--- config.mk ---
export PLATFORM = sky130hd
export DESIGN_NAME = soc_top
export DESIGN_NICKNAME = d
export VERILOG_FILES = /design/src/inc/soc_pkg.sv /design/src/inc/soc_sync_if.sv /design/src/logic/soc_sync.sv /design/src/logic/soc_top.sv
export VERILOG_INCLUDE_DIRS = /design/src /design/src/inc
export SDC_FILE = /design/constraint.sdc
export NUM_CORES = 1
export LEC_CHECK = 0
export BUFFER_PORTS_ARGS = -buffer_cell sky130_fd_sc_hd__buf_4
export CAP_MARGIN = 20
export CORE_ASPECT_RATIO = 1.25
export CORE_UTILIZATION = 40
export CTS_CLUSTER_SIZE = 14
export DETAILED_ROUTE_END_ITERATION = 7
export PLACE_DENSITY = 0.66
export RECOVER_POWER = 50
export SYNTH_ARGS = -nofsm -noshare
export SYNTH_HDL_FRONTEND = slang
export SYNTH_SLANG_ARGS = --single-unit
export TNS_END_PERCENT = 10
--- constraint.sdc ---
create_clock -name clk_i -period 4.7 [get_ports clk_i]
set_input_delay 0.47 -clock clk_i [delete_from_list [all_inputs] [get_ports clk_i]]
set_output_delay 0.47 -clock clk_i [all_outputs]
set_load 0.1 [all_outputs]
--- src/inc/soc_cfg.svh ---
// constants for the supply output control block
`ifndef SOC_CFG_SVH
`define SOC_CFG_SVH

// register byte offsets
`define SOC_OFF_CTRL      8'h00
`define SOC_OFF_RCAUSE    8'h04
`define SOC_OFF_OTSTAT    8'h08
`define SOC_OFF_SUPSTAT   8'h0c
`define SOC_OFF_IRQSTAT   8'h10
`define SOC_OFF_IRQEN     8'h14
`define SOC_OFF_IRQCLR    8'h18

// bus widths and answers
`define SOC_ADDR_W        8
`define SOC_DATA_W        32
`define SOC_RESP_OKAY     2'b00
`define SOC_RESP_SLVERR   2'b10

// reset values
`define SOC_CTRL_RST      8'h00
`define SOC_IRQEN_RST     8'h00
`define SOC_IRQ_RST       8'h00
`define SOC_RCAUSE_RST    2'h0

// timing
`define SOC_CLK_PERIOD_NS 25
`define SOC_RST_PULSE_NS  1000000
`define SOC_RST_PULSE_CYC ((`SOC_RST_PULSE_NS + `SOC_CLK_PERIOD_NS - 1) / `SOC_CLK_PERIOD_NS)
`define SOC_CNT_W         16

// synchroniser
`define SOC_SYNC_W        9
`define SOC_SYNC_RST      9'h000

`endif

--- src/inc/soc_pkg.sv ---
// types of the supply output control block
package soc_pkg;

  typedef enum logic [2:0]
  {
    SOC_MODE_SLEEP   = 3'b000,
    SOC_MODE_NREQ    = 3'b001,
    SOC_MODE_NORMAL  = 3'b010,
    SOC_MODE_STANDBY = 3'b011,
    SOC_MODE_EMERG   = 3'b100
  } soc_mode_e;

  typedef enum logic [2:0]
  {
    SOC_REG_CTRL    = 3'b000,
    SOC_REG_RCAUSE  = 3'b001,
    SOC_REG_OTSTAT  = 3'b010,
    SOC_REG_SUPSTAT = 3'b011,
    SOC_REG_IRQSTAT = 3'b100,
    SOC_REG_IRQEN   = 3'b101,
    SOC_REG_IRQCLR  = 3'b110,
    SOC_REG_NONE    = 3'b111
  } soc_reg_e;

  typedef struct packed {
    logic [2:0] spare;
    logic       bsw_cyclic;
    logic       bsw_sleep_on;
    logic       bsw_standby_on;
    logic       bsw_normal_on;
    logic       periph_req;
  } soc_ctrl_s;

  typedef struct packed {
    logic ext_rst;
    logic main_uv;
    logic bsw_ot;
    logic per_uv;
    logic per_sd;
    logic per_pre;
    logic main_sd;
    logic main_pre;
  } soc_irq_s;

  typedef struct packed {
    logic rst_pin;
    logic bat_present;
    logic main_uv;
    logic bsw_ot;
    logic per_uv;
    logic per_sd;
    logic per_pre;
    logic main_sd;
    logic main_pre;
  } soc_pins_s;

  typedef struct packed {
    logic ext_rst;
    logic main_uv;
  } soc_rcause_s;

  typedef struct packed {
    soc_ctrl_s         ctrl;
    soc_irq_s          irq_en;
    soc_irq_s          irq;
    soc_rcause_s       rcause;
    logic              main_sd_lat;
    logic              per_sd_lat;
    logic              bsw_ot_lat;
    soc_pins_s         prev;
    logic [15:0]       rst_cnt;
    logic              ext_low;
    logic [1:0]        oe_hist;
    logic              main_en;
    logic              per_en;
    logic              bsw_en;
    logic              rst_oe;
    logic              rst_lvl;
    logic              int_n;
    logic              normal_req;
    logic              awready;
    logic              wready;
    logic              aw_got;
    logic              w_got;
    logic [7:0]        awaddr;
    logic [7:0]        wdata;
    logic              wstrb0;
    logic              bvalid;
    logic [1:0]        bresp;
    logic              arready;
    logic              rvalid;
    logic [1:0]        rresp;
    logic [31:0]       rdata;
  } soc_state_s;

endpackage

--- src/inc/soc_sync_if.sv ---
// bundle between the top and its input synchroniser
`timescale 1ns/10ps
interface soc_sync_if #(parameter int W = 9);
  logic [W-1:0] raw;
  logic [W-1:0] sync;
  logic         rst_n;
  modport tgt  (input raw, output sync, output rst_n);
  modport user (output raw, input sync, input rst_n);
endinterface

--- src/logic/soc_sync.sv ---
// reset release and two-flop synchroniser for pin inputs
`timescale 1ns/10ps
`include "soc_cfg.svh"
module soc_sync #(
  parameter int W = `SOC_SYNC_W
) (
  input  wire logic clk_i,
  input  wire logic nrst_i,
  soc_sync_if.tgt   sif
);
  import soc_pkg::*;

  typedef struct packed {
    logic [1:0]   rst_ff;
    logic [W-1:0] s1;
    logic [W-1:0] s2;
  } soc_sync_s;

  soc_sync_s sync_reg;
  soc_sync_s sync_next;

  //////////////////////////////////////////////////////////////////////////
  // first stage is read only by the second stage
  always_comb
  begin
    sync_next        = sync_reg;
    sync_next.rst_ff = {sync_reg.rst_ff[0], 1'b1};
    sync_next.s1     = sif.raw;
    sync_next.s2     = sync_reg.s1;
  end

  always_ff @(posedge clk_i or negedge nrst_i)
  begin
    if (!nrst_i)
    begin
      sync_reg <= '{rst_ff: 2'b00, s1: W'(`SOC_SYNC_RST), s2: W'(`SOC_SYNC_RST)};
    end
    else
    begin
      sync_reg <= sync_next;
    end
  end

  assign sif.sync  = sync_reg.s2;
  assign sif.rst_n = sync_reg.rst_ff[1];
endmodule

--- src/logic/soc_top.sv ---
// supply output control: regulator enables, flags, reset pulse, register slave
`timescale 1ns/10ps
`include "soc_cfg.svh"

module soc_top #(
  parameter int RST_PULSE_CYC = `SOC_RST_PULSE_CYC
) (
  input  wire logic                     clk_i,
  input  wire logic                     nrst_i,
  input  wire soc_pkg::soc_mode_e       mode_i,
  input  wire logic                     cyc_on_i,
  input  wire logic                     main_pre_ot_i,
  input  wire logic                     main_sd_ot_i,
  input  wire logic                     per_pre_ot_i,
  input  wire logic                     per_sd_ot_i,
  input  wire logic                     per_uv_i,
  input  wire logic                     bsw_ot_i,
  input  wire logic                     main_uv_i,
  input  wire logic                     bat_present_i,
  input  wire logic                     rst_n_in_i,
  output logic                          rst_n_out_o,
  output logic                          rst_n_oe_o,
  output logic                          main_regulator_en_o,
  output logic                          peripheral_regulator_en_o,
  output logic                          battery_switch_en_o,
  output logic                          int_n_o,
  output logic                          normal_req_o,
  input  wire logic                     s_axi_awvalid,
  output logic                          s_axi_awready,
  input  wire logic [`SOC_ADDR_W-1:0]   s_axi_awaddr,
  input  wire logic [2:0]               s_axi_awprot,
  input  wire logic                     s_axi_wvalid,
  output logic                          s_axi_wready,
  input  wire logic [`SOC_DATA_W-1:0]   s_axi_wdata,
  input  wire logic [3:0]               s_axi_wstrb,
  output logic                          s_axi_bvalid,
  input  wire logic                     s_axi_bready,
  output logic [1:0]                    s_axi_bresp,
  input  wire logic                     s_axi_arvalid,
  output logic                          s_axi_arready,
  input  wire logic [`SOC_ADDR_W-1:0]   s_axi_araddr,
  input  wire logic [2:0]               s_axi_arprot,
  output logic                          s_axi_rvalid,
  input  wire logic                     s_axi_rready,
  output logic [`SOC_DATA_W-1:0]        s_axi_rdata,
  output logic [1:0]                    s_axi_rresp
);
  import soc_pkg::*;

  localparam logic [`SOC_CNT_W-1:0] PULSE_LEN = `SOC_CNT_W'(RST_PULSE_CYC);

  soc_state_s st_reg;
  soc_state_s st_next;
  soc_pins_s  pin;
  logic       rst_n;

  //////////////////////////////////////////////////////////////////////////
  // synchronised pins and released reset
  soc_sync_if #(.W(`SOC_SYNC_W)) sif ();

  assign sif.raw = {rst_n_in_i, bat_present_i, main_uv_i, bsw_ot_i, per_uv_i,
                    per_sd_ot_i, per_pre_ot_i, main_sd_ot_i, main_pre_ot_i};
  assign pin     = soc_pins_s'(sif.sync);
  assign rst_n   = sif.rst_n;

  soc_sync #(
    .W      (`SOC_SYNC_W)
  ) u_sync (
    .clk_i  (clk_i),
    .nrst_i (nrst_i),
    .sif    (sif)
  );

  //////////////////////////////////////////////////////////////////////////
  // address decode shared by read and write
  function automatic soc_reg_e soc_decode(input logic [`SOC_ADDR_W-1:0] addr);
    logic [`SOC_ADDR_W-1:0] a;
    a = {addr[`SOC_ADDR_W-1:2], 2'b00};
    if (a == `SOC_OFF_CTRL)
      soc_decode = SOC_REG_CTRL;
    else if (a == `SOC_OFF_RCAUSE)
      soc_decode = SOC_REG_RCAUSE;
    else if (a == `SOC_OFF_OTSTAT)
      soc_decode = SOC_REG_OTSTAT;
    else if (a == `SOC_OFF_SUPSTAT)
      soc_decode = SOC_REG_SUPSTAT;
    else if (a == `SOC_OFF_IRQSTAT)
      soc_decode = SOC_REG_IRQSTAT;
    else if (a == `SOC_OFF_IRQEN)
      soc_decode = SOC_REG_IRQEN;
    else if (a == `SOC_OFF_IRQCLR)
      soc_decode = SOC_REG_IRQCLR;
    else
      soc_decode = SOC_REG_NONE;
  endfunction

  //////////////////////////////////////////////////////////////////////////
  // next state
  always_comb
  begin
    soc_irq_s    irq_set;
    soc_irq_s    irq_clr;
    soc_rcause_s rc_set;
    soc_rcause_s rc_clr;
    soc_reg_e    wsel;
    soc_reg_e    rsel;
    logic        do_wr;
    logic        per_reenable;
    logic        uv_edge;
    logic        main_mode_ok;
    logic        main_on;
    logic        per_on;
    logic        bsw_mode_on;
    logic        bsw_block;
    logic        drive;

    st_next      = st_reg;
    irq_set      = soc_irq_s'(`SOC_IRQ_RST);
    irq_clr      = soc_irq_s'(`SOC_IRQ_RST);
    rc_set       = soc_rcause_s'(`SOC_RCAUSE_RST);
    rc_clr       = soc_rcause_s'(`SOC_RCAUSE_RST);
    per_reenable = 1'b0;
    st_next.prev = pin;
    wsel         = SOC_REG_NONE;
    rsel         = SOC_REG_NONE;
    do_wr        = 1'b0;
    uv_edge      = 1'b0;
    main_mode_ok = 1'b0;
    main_on      = 1'b0;
    per_on       = 1'b0;
    bsw_mode_on  = 1'b0;
    bsw_block    = 1'b0;
    drive        = 1'b0;

    // write channel: address and data in either order
    if (s_axi_awvalid && st_reg.awready)
    begin
      st_next.aw_got = 1'b1;
      st_next.awaddr = s_axi_awaddr;
    end
    if (s_axi_wvalid && st_reg.wready)
    begin
      st_next.w_got  = 1'b1;
      st_next.wdata  = s_axi_wdata[7:0];
      st_next.wstrb0 = s_axi_wstrb[0];
    end
    if (s_axi_bvalid && s_axi_bready)
      st_next.bvalid = 1'b0;

    wsel  = soc_decode(st_reg.awaddr);
    do_wr = st_reg.aw_got && st_reg.w_got && !st_reg.bvalid;
    if (do_wr)
    begin
      st_next.aw_got = 1'b0;
      st_next.w_got  = 1'b0;
      st_next.bvalid = 1'b1;
      st_next.bresp  = `SOC_RESP_OKAY;
      if (wsel == SOC_REG_CTRL)
      begin
        if (st_reg.wstrb0)
        begin
          st_next.ctrl = soc_ctrl_s'(st_reg.wdata);
          per_reenable = st_next.ctrl.periph_req;
        end
      end
      else if (wsel == SOC_REG_IRQEN)
      begin
        if (st_reg.wstrb0)
          st_next.irq_en = soc_irq_s'(st_reg.wdata);
      end
      else if (wsel == SOC_REG_IRQCLR)
      begin
        if (st_reg.wstrb0)
          irq_clr = soc_irq_s'(st_reg.wdata);
      end
      else if (wsel == SOC_REG_NONE)
        st_next.bresp = `SOC_RESP_SLVERR;
    end

    // read channel; reading the reset cause clears it
    if (s_axi_rvalid && s_axi_rready)
      st_next.rvalid = 1'b0;
    if (s_axi_arvalid && st_reg.arready)
    begin
      rsel           = soc_decode(s_axi_araddr);
      st_next.rvalid = 1'b1;
      st_next.rresp  = `SOC_RESP_OKAY;
      st_next.rdata  = '0;
      if (rsel == SOC_REG_CTRL)
        st_next.rdata = {24'h000000, st_reg.ctrl};
      else if (rsel == SOC_REG_RCAUSE)
      begin
        st_next.rdata = {30'h00000000, st_reg.rcause};
        rc_clr        = st_reg.rcause;
      end
      else if (rsel == SOC_REG_OTSTAT)
        st_next.rdata = {28'h0000000, pin.per_sd, pin.per_pre,
                         pin.main_sd, pin.main_pre};
      else if (rsel == SOC_REG_SUPSTAT)
        st_next.rdata = {26'h0000000, st_reg.per_sd_lat, st_reg.bsw_en, st_reg.per_en,
                         st_reg.main_en, pin.bsw_ot, pin.per_uv};
      else if (rsel == SOC_REG_IRQSTAT)
        st_next.rdata = {24'h000000, st_reg.irq};
      else if (rsel == SOC_REG_IRQEN)
        st_next.rdata = {24'h000000, st_reg.irq_en};
      else if (rsel == SOC_REG_IRQCLR)
        st_next.rdata = '0;
      else
        st_next.rresp = `SOC_RESP_SLVERR;
    end

    // events from the synchronised comparators
    uv_edge          = pin.main_uv ^ st_reg.prev.main_uv;
    irq_set.main_pre = pin.main_pre & ~st_reg.prev.main_pre;
    irq_set.main_sd  = pin.main_sd & ~st_reg.prev.main_sd;
    irq_set.per_pre  = pin.per_pre & ~st_reg.prev.per_pre;
    irq_set.per_sd   = pin.per_sd & ~st_reg.prev.per_sd;
    irq_set.per_uv   = pin.per_uv & ~st_reg.prev.per_uv;
    irq_set.bsw_ot   = pin.bsw_ot & ~st_reg.prev.bsw_ot;
    irq_set.main_uv  = uv_edge;

    // main regulator undervoltage: pulse counted from each edge
    if (uv_edge)
    begin
      st_next.rst_cnt = PULSE_LEN;
      rc_set.main_uv  = 1'b1;
    end
    else if (st_reg.rst_cnt != '0)
      st_next.rst_cnt = st_reg.rst_cnt - 1'b1;
    // stays in reset while the supply is low, as well
    drive = (st_next.rst_cnt != '0) || pin.main_uv;

    // external reset: only a low we did not cause counts;
    // the guard covers the sync delay after our own release
    st_next.oe_hist = {st_reg.oe_hist[0], st_reg.rst_oe};
    st_next.normal_req = 1'b0;
    if (!pin.rst_pin && !st_reg.rst_oe && (st_reg.oe_hist == 2'b00))
      st_next.ext_low = 1'b1;
    else if (pin.rst_pin && st_reg.ext_low)
    begin
      st_next.ext_low    = 1'b0;
      st_next.normal_req = 1'b1;
      irq_set.ext_rst    = 1'b1;
      rc_set.ext_rst     = 1'b1;
    end
    if (drive)
      st_next.ext_low = 1'b0;
    st_next.rst_oe  = drive;
    st_next.rst_lvl = !drive;

    // sticky flags: a set in the clearing cycle wins
    st_next.irq    = (st_reg.irq & ~irq_clr) | irq_set;
    st_next.rcause = (st_reg.rcause & ~rc_clr) | rc_set;

    // main regulator thermal latch, self-recovering
    if (pin.main_sd)
      st_next.main_sd_lat = 1'b1;
    else if (!pin.main_pre)
      st_next.main_sd_lat = 1'b0;

    main_mode_ok = (mode_i == SOC_MODE_NREQ) || (mode_i == SOC_MODE_NORMAL) ||
                   (mode_i == SOC_MODE_STANDBY);
    main_on = main_mode_ok && pin.bat_present && !st_next.main_sd_lat;

    // peripheral regulator latch needs software to release
    if (per_reenable && !pin.per_sd)
      st_next.per_sd_lat = 1'b0;
    if (pin.per_sd)
      st_next.per_sd_lat = 1'b1;

    per_on = (mode_i == SOC_MODE_NORMAL) && st_reg.ctrl.periph_req &&
             !st_next.per_sd_lat && !pin.per_sd;
    per_on = per_on && main_on;

    // battery switch
    if (pin.bsw_ot)
      st_next.bsw_ot_lat = 1'b1;
    else
      st_next.bsw_ot_lat = 1'b0;

    case (mode_i)
      SOC_MODE_NORMAL:  bsw_mode_on = st_reg.ctrl.bsw_normal_on;
      SOC_MODE_STANDBY: bsw_mode_on = st_reg.ctrl.bsw_standby_on;
      SOC_MODE_SLEEP:   bsw_mode_on = st_reg.ctrl.bsw_cyclic ? cyc_on_i
                                                             : st_reg.ctrl.bsw_sleep_on;
      default:          bsw_mode_on = 1'b0;
    endcase
    // sleep turns the main regulator off by design, so only a fault or emergency mode blocks here
    bsw_block = st_next.main_sd_lat || !pin.bat_present || (mode_i == SOC_MODE_EMERG) ||
                st_next.per_sd_lat;
    st_next.bsw_en  = bsw_mode_on && !bsw_block && !st_next.bsw_ot_lat;

    st_next.main_en = main_on;
    st_next.per_en  = per_on;

    // level interrupt pin, active low
    // one cycle behind flags and enables alike, so clear and unmask line up
    st_next.int_n = ~(|(st_reg.irq & st_reg.irq_en));

    // ready only when the channel is idle again
    st_next.awready = !st_next.aw_got && !st_next.bvalid;
    st_next.wready  = !st_next.w_got && !st_next.bvalid;
    st_next.arready = !st_next.rvalid;
  end

  //////////////////////////////////////////////////////////////////////////
  // state register
  always_ff @(posedge clk_i or negedge rst_n)
  begin
    if (!rst_n)
    begin
      st_reg         <= '0;
      st_reg.ctrl    <= soc_ctrl_s'(`SOC_CTRL_RST);
      st_reg.irq_en  <= soc_irq_s'(`SOC_IRQEN_RST);
      st_reg.rst_lvl <= 1'b1;
      st_reg.int_n   <= 1'b1;
    end
    else
    begin
      st_reg <= st_next;
    end
  end

  //////////////////////////////////////////////////////////////////////////
  // outputs
  assign rst_n_out_o               = st_reg.rst_lvl;
  assign rst_n_oe_o                = st_reg.rst_oe;
  assign main_regulator_en_o       = st_reg.main_en;
  assign peripheral_regulator_en_o = st_reg.per_en;
  assign battery_switch_en_o       = st_reg.bsw_en;
  assign int_n_o                   = st_reg.int_n;
  assign normal_req_o              = st_reg.normal_req;
  assign s_axi_awready             = st_reg.awready;
  assign s_axi_wready              = st_reg.wready;
  assign s_axi_bvalid              = st_reg.bvalid;
  assign s_axi_bresp               = st_reg.bresp;
  assign s_axi_arready             = st_reg.arready;
  assign s_axi_rvalid              = st_reg.rvalid;
  assign s_axi_rdata               = st_reg.rdata;
  assign s_axi_rresp               = st_reg.rresp;
endmodule

==> reports/qor.csv <==
stage;metric;value;unit
timing;whs;190;ps
timing;relSlewSlack;-0.102;
run_status;violations;max-capacitance violations, max-slew violations;
clock_network;cts_hold_buffers;1;
floorplan;die_y;128;um
clock_network;clock_latency;410;ps
synth;syn_area;0.00504;mm^2
timing;finalSetupViolCount;0;
timing;hold_viol;0;
floorplan;start_util;0.413;
final_layout;fillCellCount;1109;
power;powerDensity;578;mW/mm^2
final_layout;fin_cells;681;
setup_path;worstPathArrival;3080;ps
floorplan;dieArea;0.0131;mm^2
floorplan;rows;45;
final_layout;fin_area;0.00610;mm^2
clock_network;cts_setup_buffers;0;
routing;vias;3411;
clock_network;ctsResizeCount;0;
flow_run;maxCapViolCount;1;
clock_network;h-tree-depth;4;
timing;clock_skew;7.93;ps
synth;async_flop_share;1.00;
timing;rsz0062_at_grt;no;
setup_path;crit_path_end_kind;register;
global_route;grt_max_degree;52;
routing;viasPerCell;5.01;
timing;layout_min_cycle_time;2810;ps
synth;ys_ff_latch;113;
global_route;overflow;0;
routing;drt_iter0_markers;202;
final_layout;layout_commonest_cell;dfrtp_1;
clock_network;cts_buffers;17;
synth;syn_area_per_cell;11.4;um^2
synth;synthFlopType;dfrtp_1;
setup_path;cp-start-kind;register;
final_layout;largest_reg_flops;70;
power;p_leak;2.71;nW
final_layout;nNetsFinal;584;
floorplan;die_x;102;um
timing;tightest_slew;1650;ps
final_layout;drive_gt1_frac;0.269;
synth;ys_seq_area_frac;0.561;
timing;fmax;0.355;GHz
synth;post_synth_num_cell_types;55;
routing;drc_errors;0;
setup_path;setup.worst_path.class;register to register;
routing;wl;10.1;mm
place;hpwl;7.08;mm
clock_network;clockRootBuffer;clkbuf_16;
floorplan;ios;126;
timing;finalSetupTns;0;ps
setup_path;startpoint;st_reg[70]$_DFF_PN0_;
global_route;grt_antenna_before_repair;0;
final_layout;synthToLayoutAreaGrowth;21.0;%
routing;wl_per_cell;14.8;um
synth;syn-instance-count;443;
clock_network;tritoncts;built;
clock_network;clock_sinks;113;
final_layout;diodes;0;
place;place_congestion;0.861;
global_route;grt_first_pass_wirelength;16.8;mm
synth;synth_edf_count;0;
setup_path;cp.required;4970;ps
place;port_buffers;62;
place;placed_cell_area;0.00551;mm^2
timing;slew_viol_final;44;
final_layout;finalCoreUtilization;0.499;
worst_hold_path;whs_path_depth;1;
run_status;status;finished with violations;
clock_network;clkTransAtPathRegs;50;ps
place;placed_cells;647;
global_route;grt_pass1_vias;3448;
synth;ys_warn_count;0;
setup_path;reg2reg_from;st_reg[70]$_DFF_PN0_;
clock_network;clk_path_buf_depth;2;
worst_hold_path;hold_class;primary input to register;
routing;drt-pass1-iter-count;7;
final_layout;layout_common_cells;dfrtp_1, buf_4, nor2_1;
global_route;grt_use_total;0.171;
setup_path;reg2regPathDepth;7;
power;vdd_drop_max;0.265;mV
timing;finalCritPeriodShare;0.599;
setup_path;worstPathMaxFanout;5;
floorplan;core;0.0122;mm^2
routing;drtAntennaViolNets;0;
worst_hold_path;worstHoldStart;main_uv_i;
logic make-up after synthesis:
| family | count (synthesis) | share of synthesized area |
|---|---|---|
| adder cells (fa/ha/maj) | 2 | 0.00496 |
| AO/OA/AOI/OAI | 73 | 0.101 |
| XOR/XNOR | 11 | 0.0191 |
| other | 2 | 0.00149 |
| flip-flops | 113 | 0.561 |
| multiplexers | 42 | 0.0921 |
| AND/OR/NAND/NOR | 134 | 0.142 |
| buffers and inverters | 66 | 0.0782 |
path summary, 6_finish.rpt:
path	end	slack (ps)
setup / recovery	rst_n_oe_o$_DFF_PN0_	1890
hold / removal	u_sync.sync_next[6]$_DFF_PN0_	190
setup reg to reg	rst_n_oe_o$_DFF_PN0_	1890
hold reg to reg	u_sync.sif.sync[3]$_DFF_PN0_	350
max in group asynchronous	st_reg[41]$_DFFE_PN0P_	2550
min in group asynchronous	st_reg[88]$_DFF_PN0_	700
power breakdown:
part / internal (mW) / switching [mW] / total [mW] / leakage [nW]
Clock: 0.833 / 0.426 / 1.26 / 0.293
Combinational: 0.304 / 0.613 / 0.917 / 1.09
Sequential: 1.17 / 0.184 / 1.35 / 1.33
Total: 2.31 / 1.22 / 3.53 / 2.71
per-layer routing:
metal | part of all wire | vias up | GRT usage
met5 | 0 | - | 0
met4 | 0.024 | 0 | 0.0882
met3 | 0.045 | 19 | 0.0498
met2 | 0.50 | 100 | 0.273
met1 | 0.43 | 1659 | 0.207
li1 | - | 1633 | -
synth_stat cells, drive strengths merged (2+ instances only):
library cell | count | area, um^2
mux2 | 35 | 394
and3 | 2 | 12.5
nor4b | 4 | 56.3
o22ai | 3 | 18.8
o2bb2ai | 2 | 17.5
nor3b | 2 | 15.0
or2 | 2 | 12.5
nor4 | 9 | 56.3
and2 | 2 | 12.5
nor2b | 6 | 37.5
xnor2 | 8 | 70.1
or4 | 5 | 41.3
nand4 | 5 | 31.3
mux2i | 7 | 70.1
nand3 | 5 | 25.0
or3 | 5 | 31.3
clkbuf | 10 | 37.5
a21o | 4 | 30.0
a22oi | 12 | 104
dfstp | 2 | 52.6
o21ai | 4 | 20.0
a31oi | 3 | 18.8
ha | 2 | 25.0
and4 | 3 | 26.3
nor3 | 15 | 75.1
buf | 41 | 300
xor2 | 3 | 26.3
inv | 15 | 56.3
a211oi | 5 | 37.5
a21oi | 26 | 130
nor2 | 40 | 150
dfrtp | 111 | 2780
a22o | 6 | 52.6
nand2 | 24 | 90.1
conb | 2 | 7.51
metrics by stage:
step	worst slack, ps	total power, mW
4_1_cts	1910	3.57
2_1_floorplan	1860	2.12
5_1_grt	1760	3.72
3_3_place_gp	1970	2.27
6_report	1890	3.53
3_5_place_dp	1940	2.29
worst max-delay path: stages, from the launching register on:
cell and delay (ps):
dfrtp_1 410, inv_1 130, ha_1 200, or4b_1 490
o41ai_2 540, o21ai_0 140, o211a_1 250, or4_1 510
cell type report:
cell class	instances	area, um^2	share of cell area
clock buffers	23	488	0.0800
multi-input cells	289	1920	0.314
well taps	164	205	0.0336
repair buffers	68	498	0.0816
flip-flops and latches	113	2830	0.464
clock inverters	9	105	0.0172
inverters	15	56.3	0.00923
Note: power is estimated with default switching activity, not from simulation.
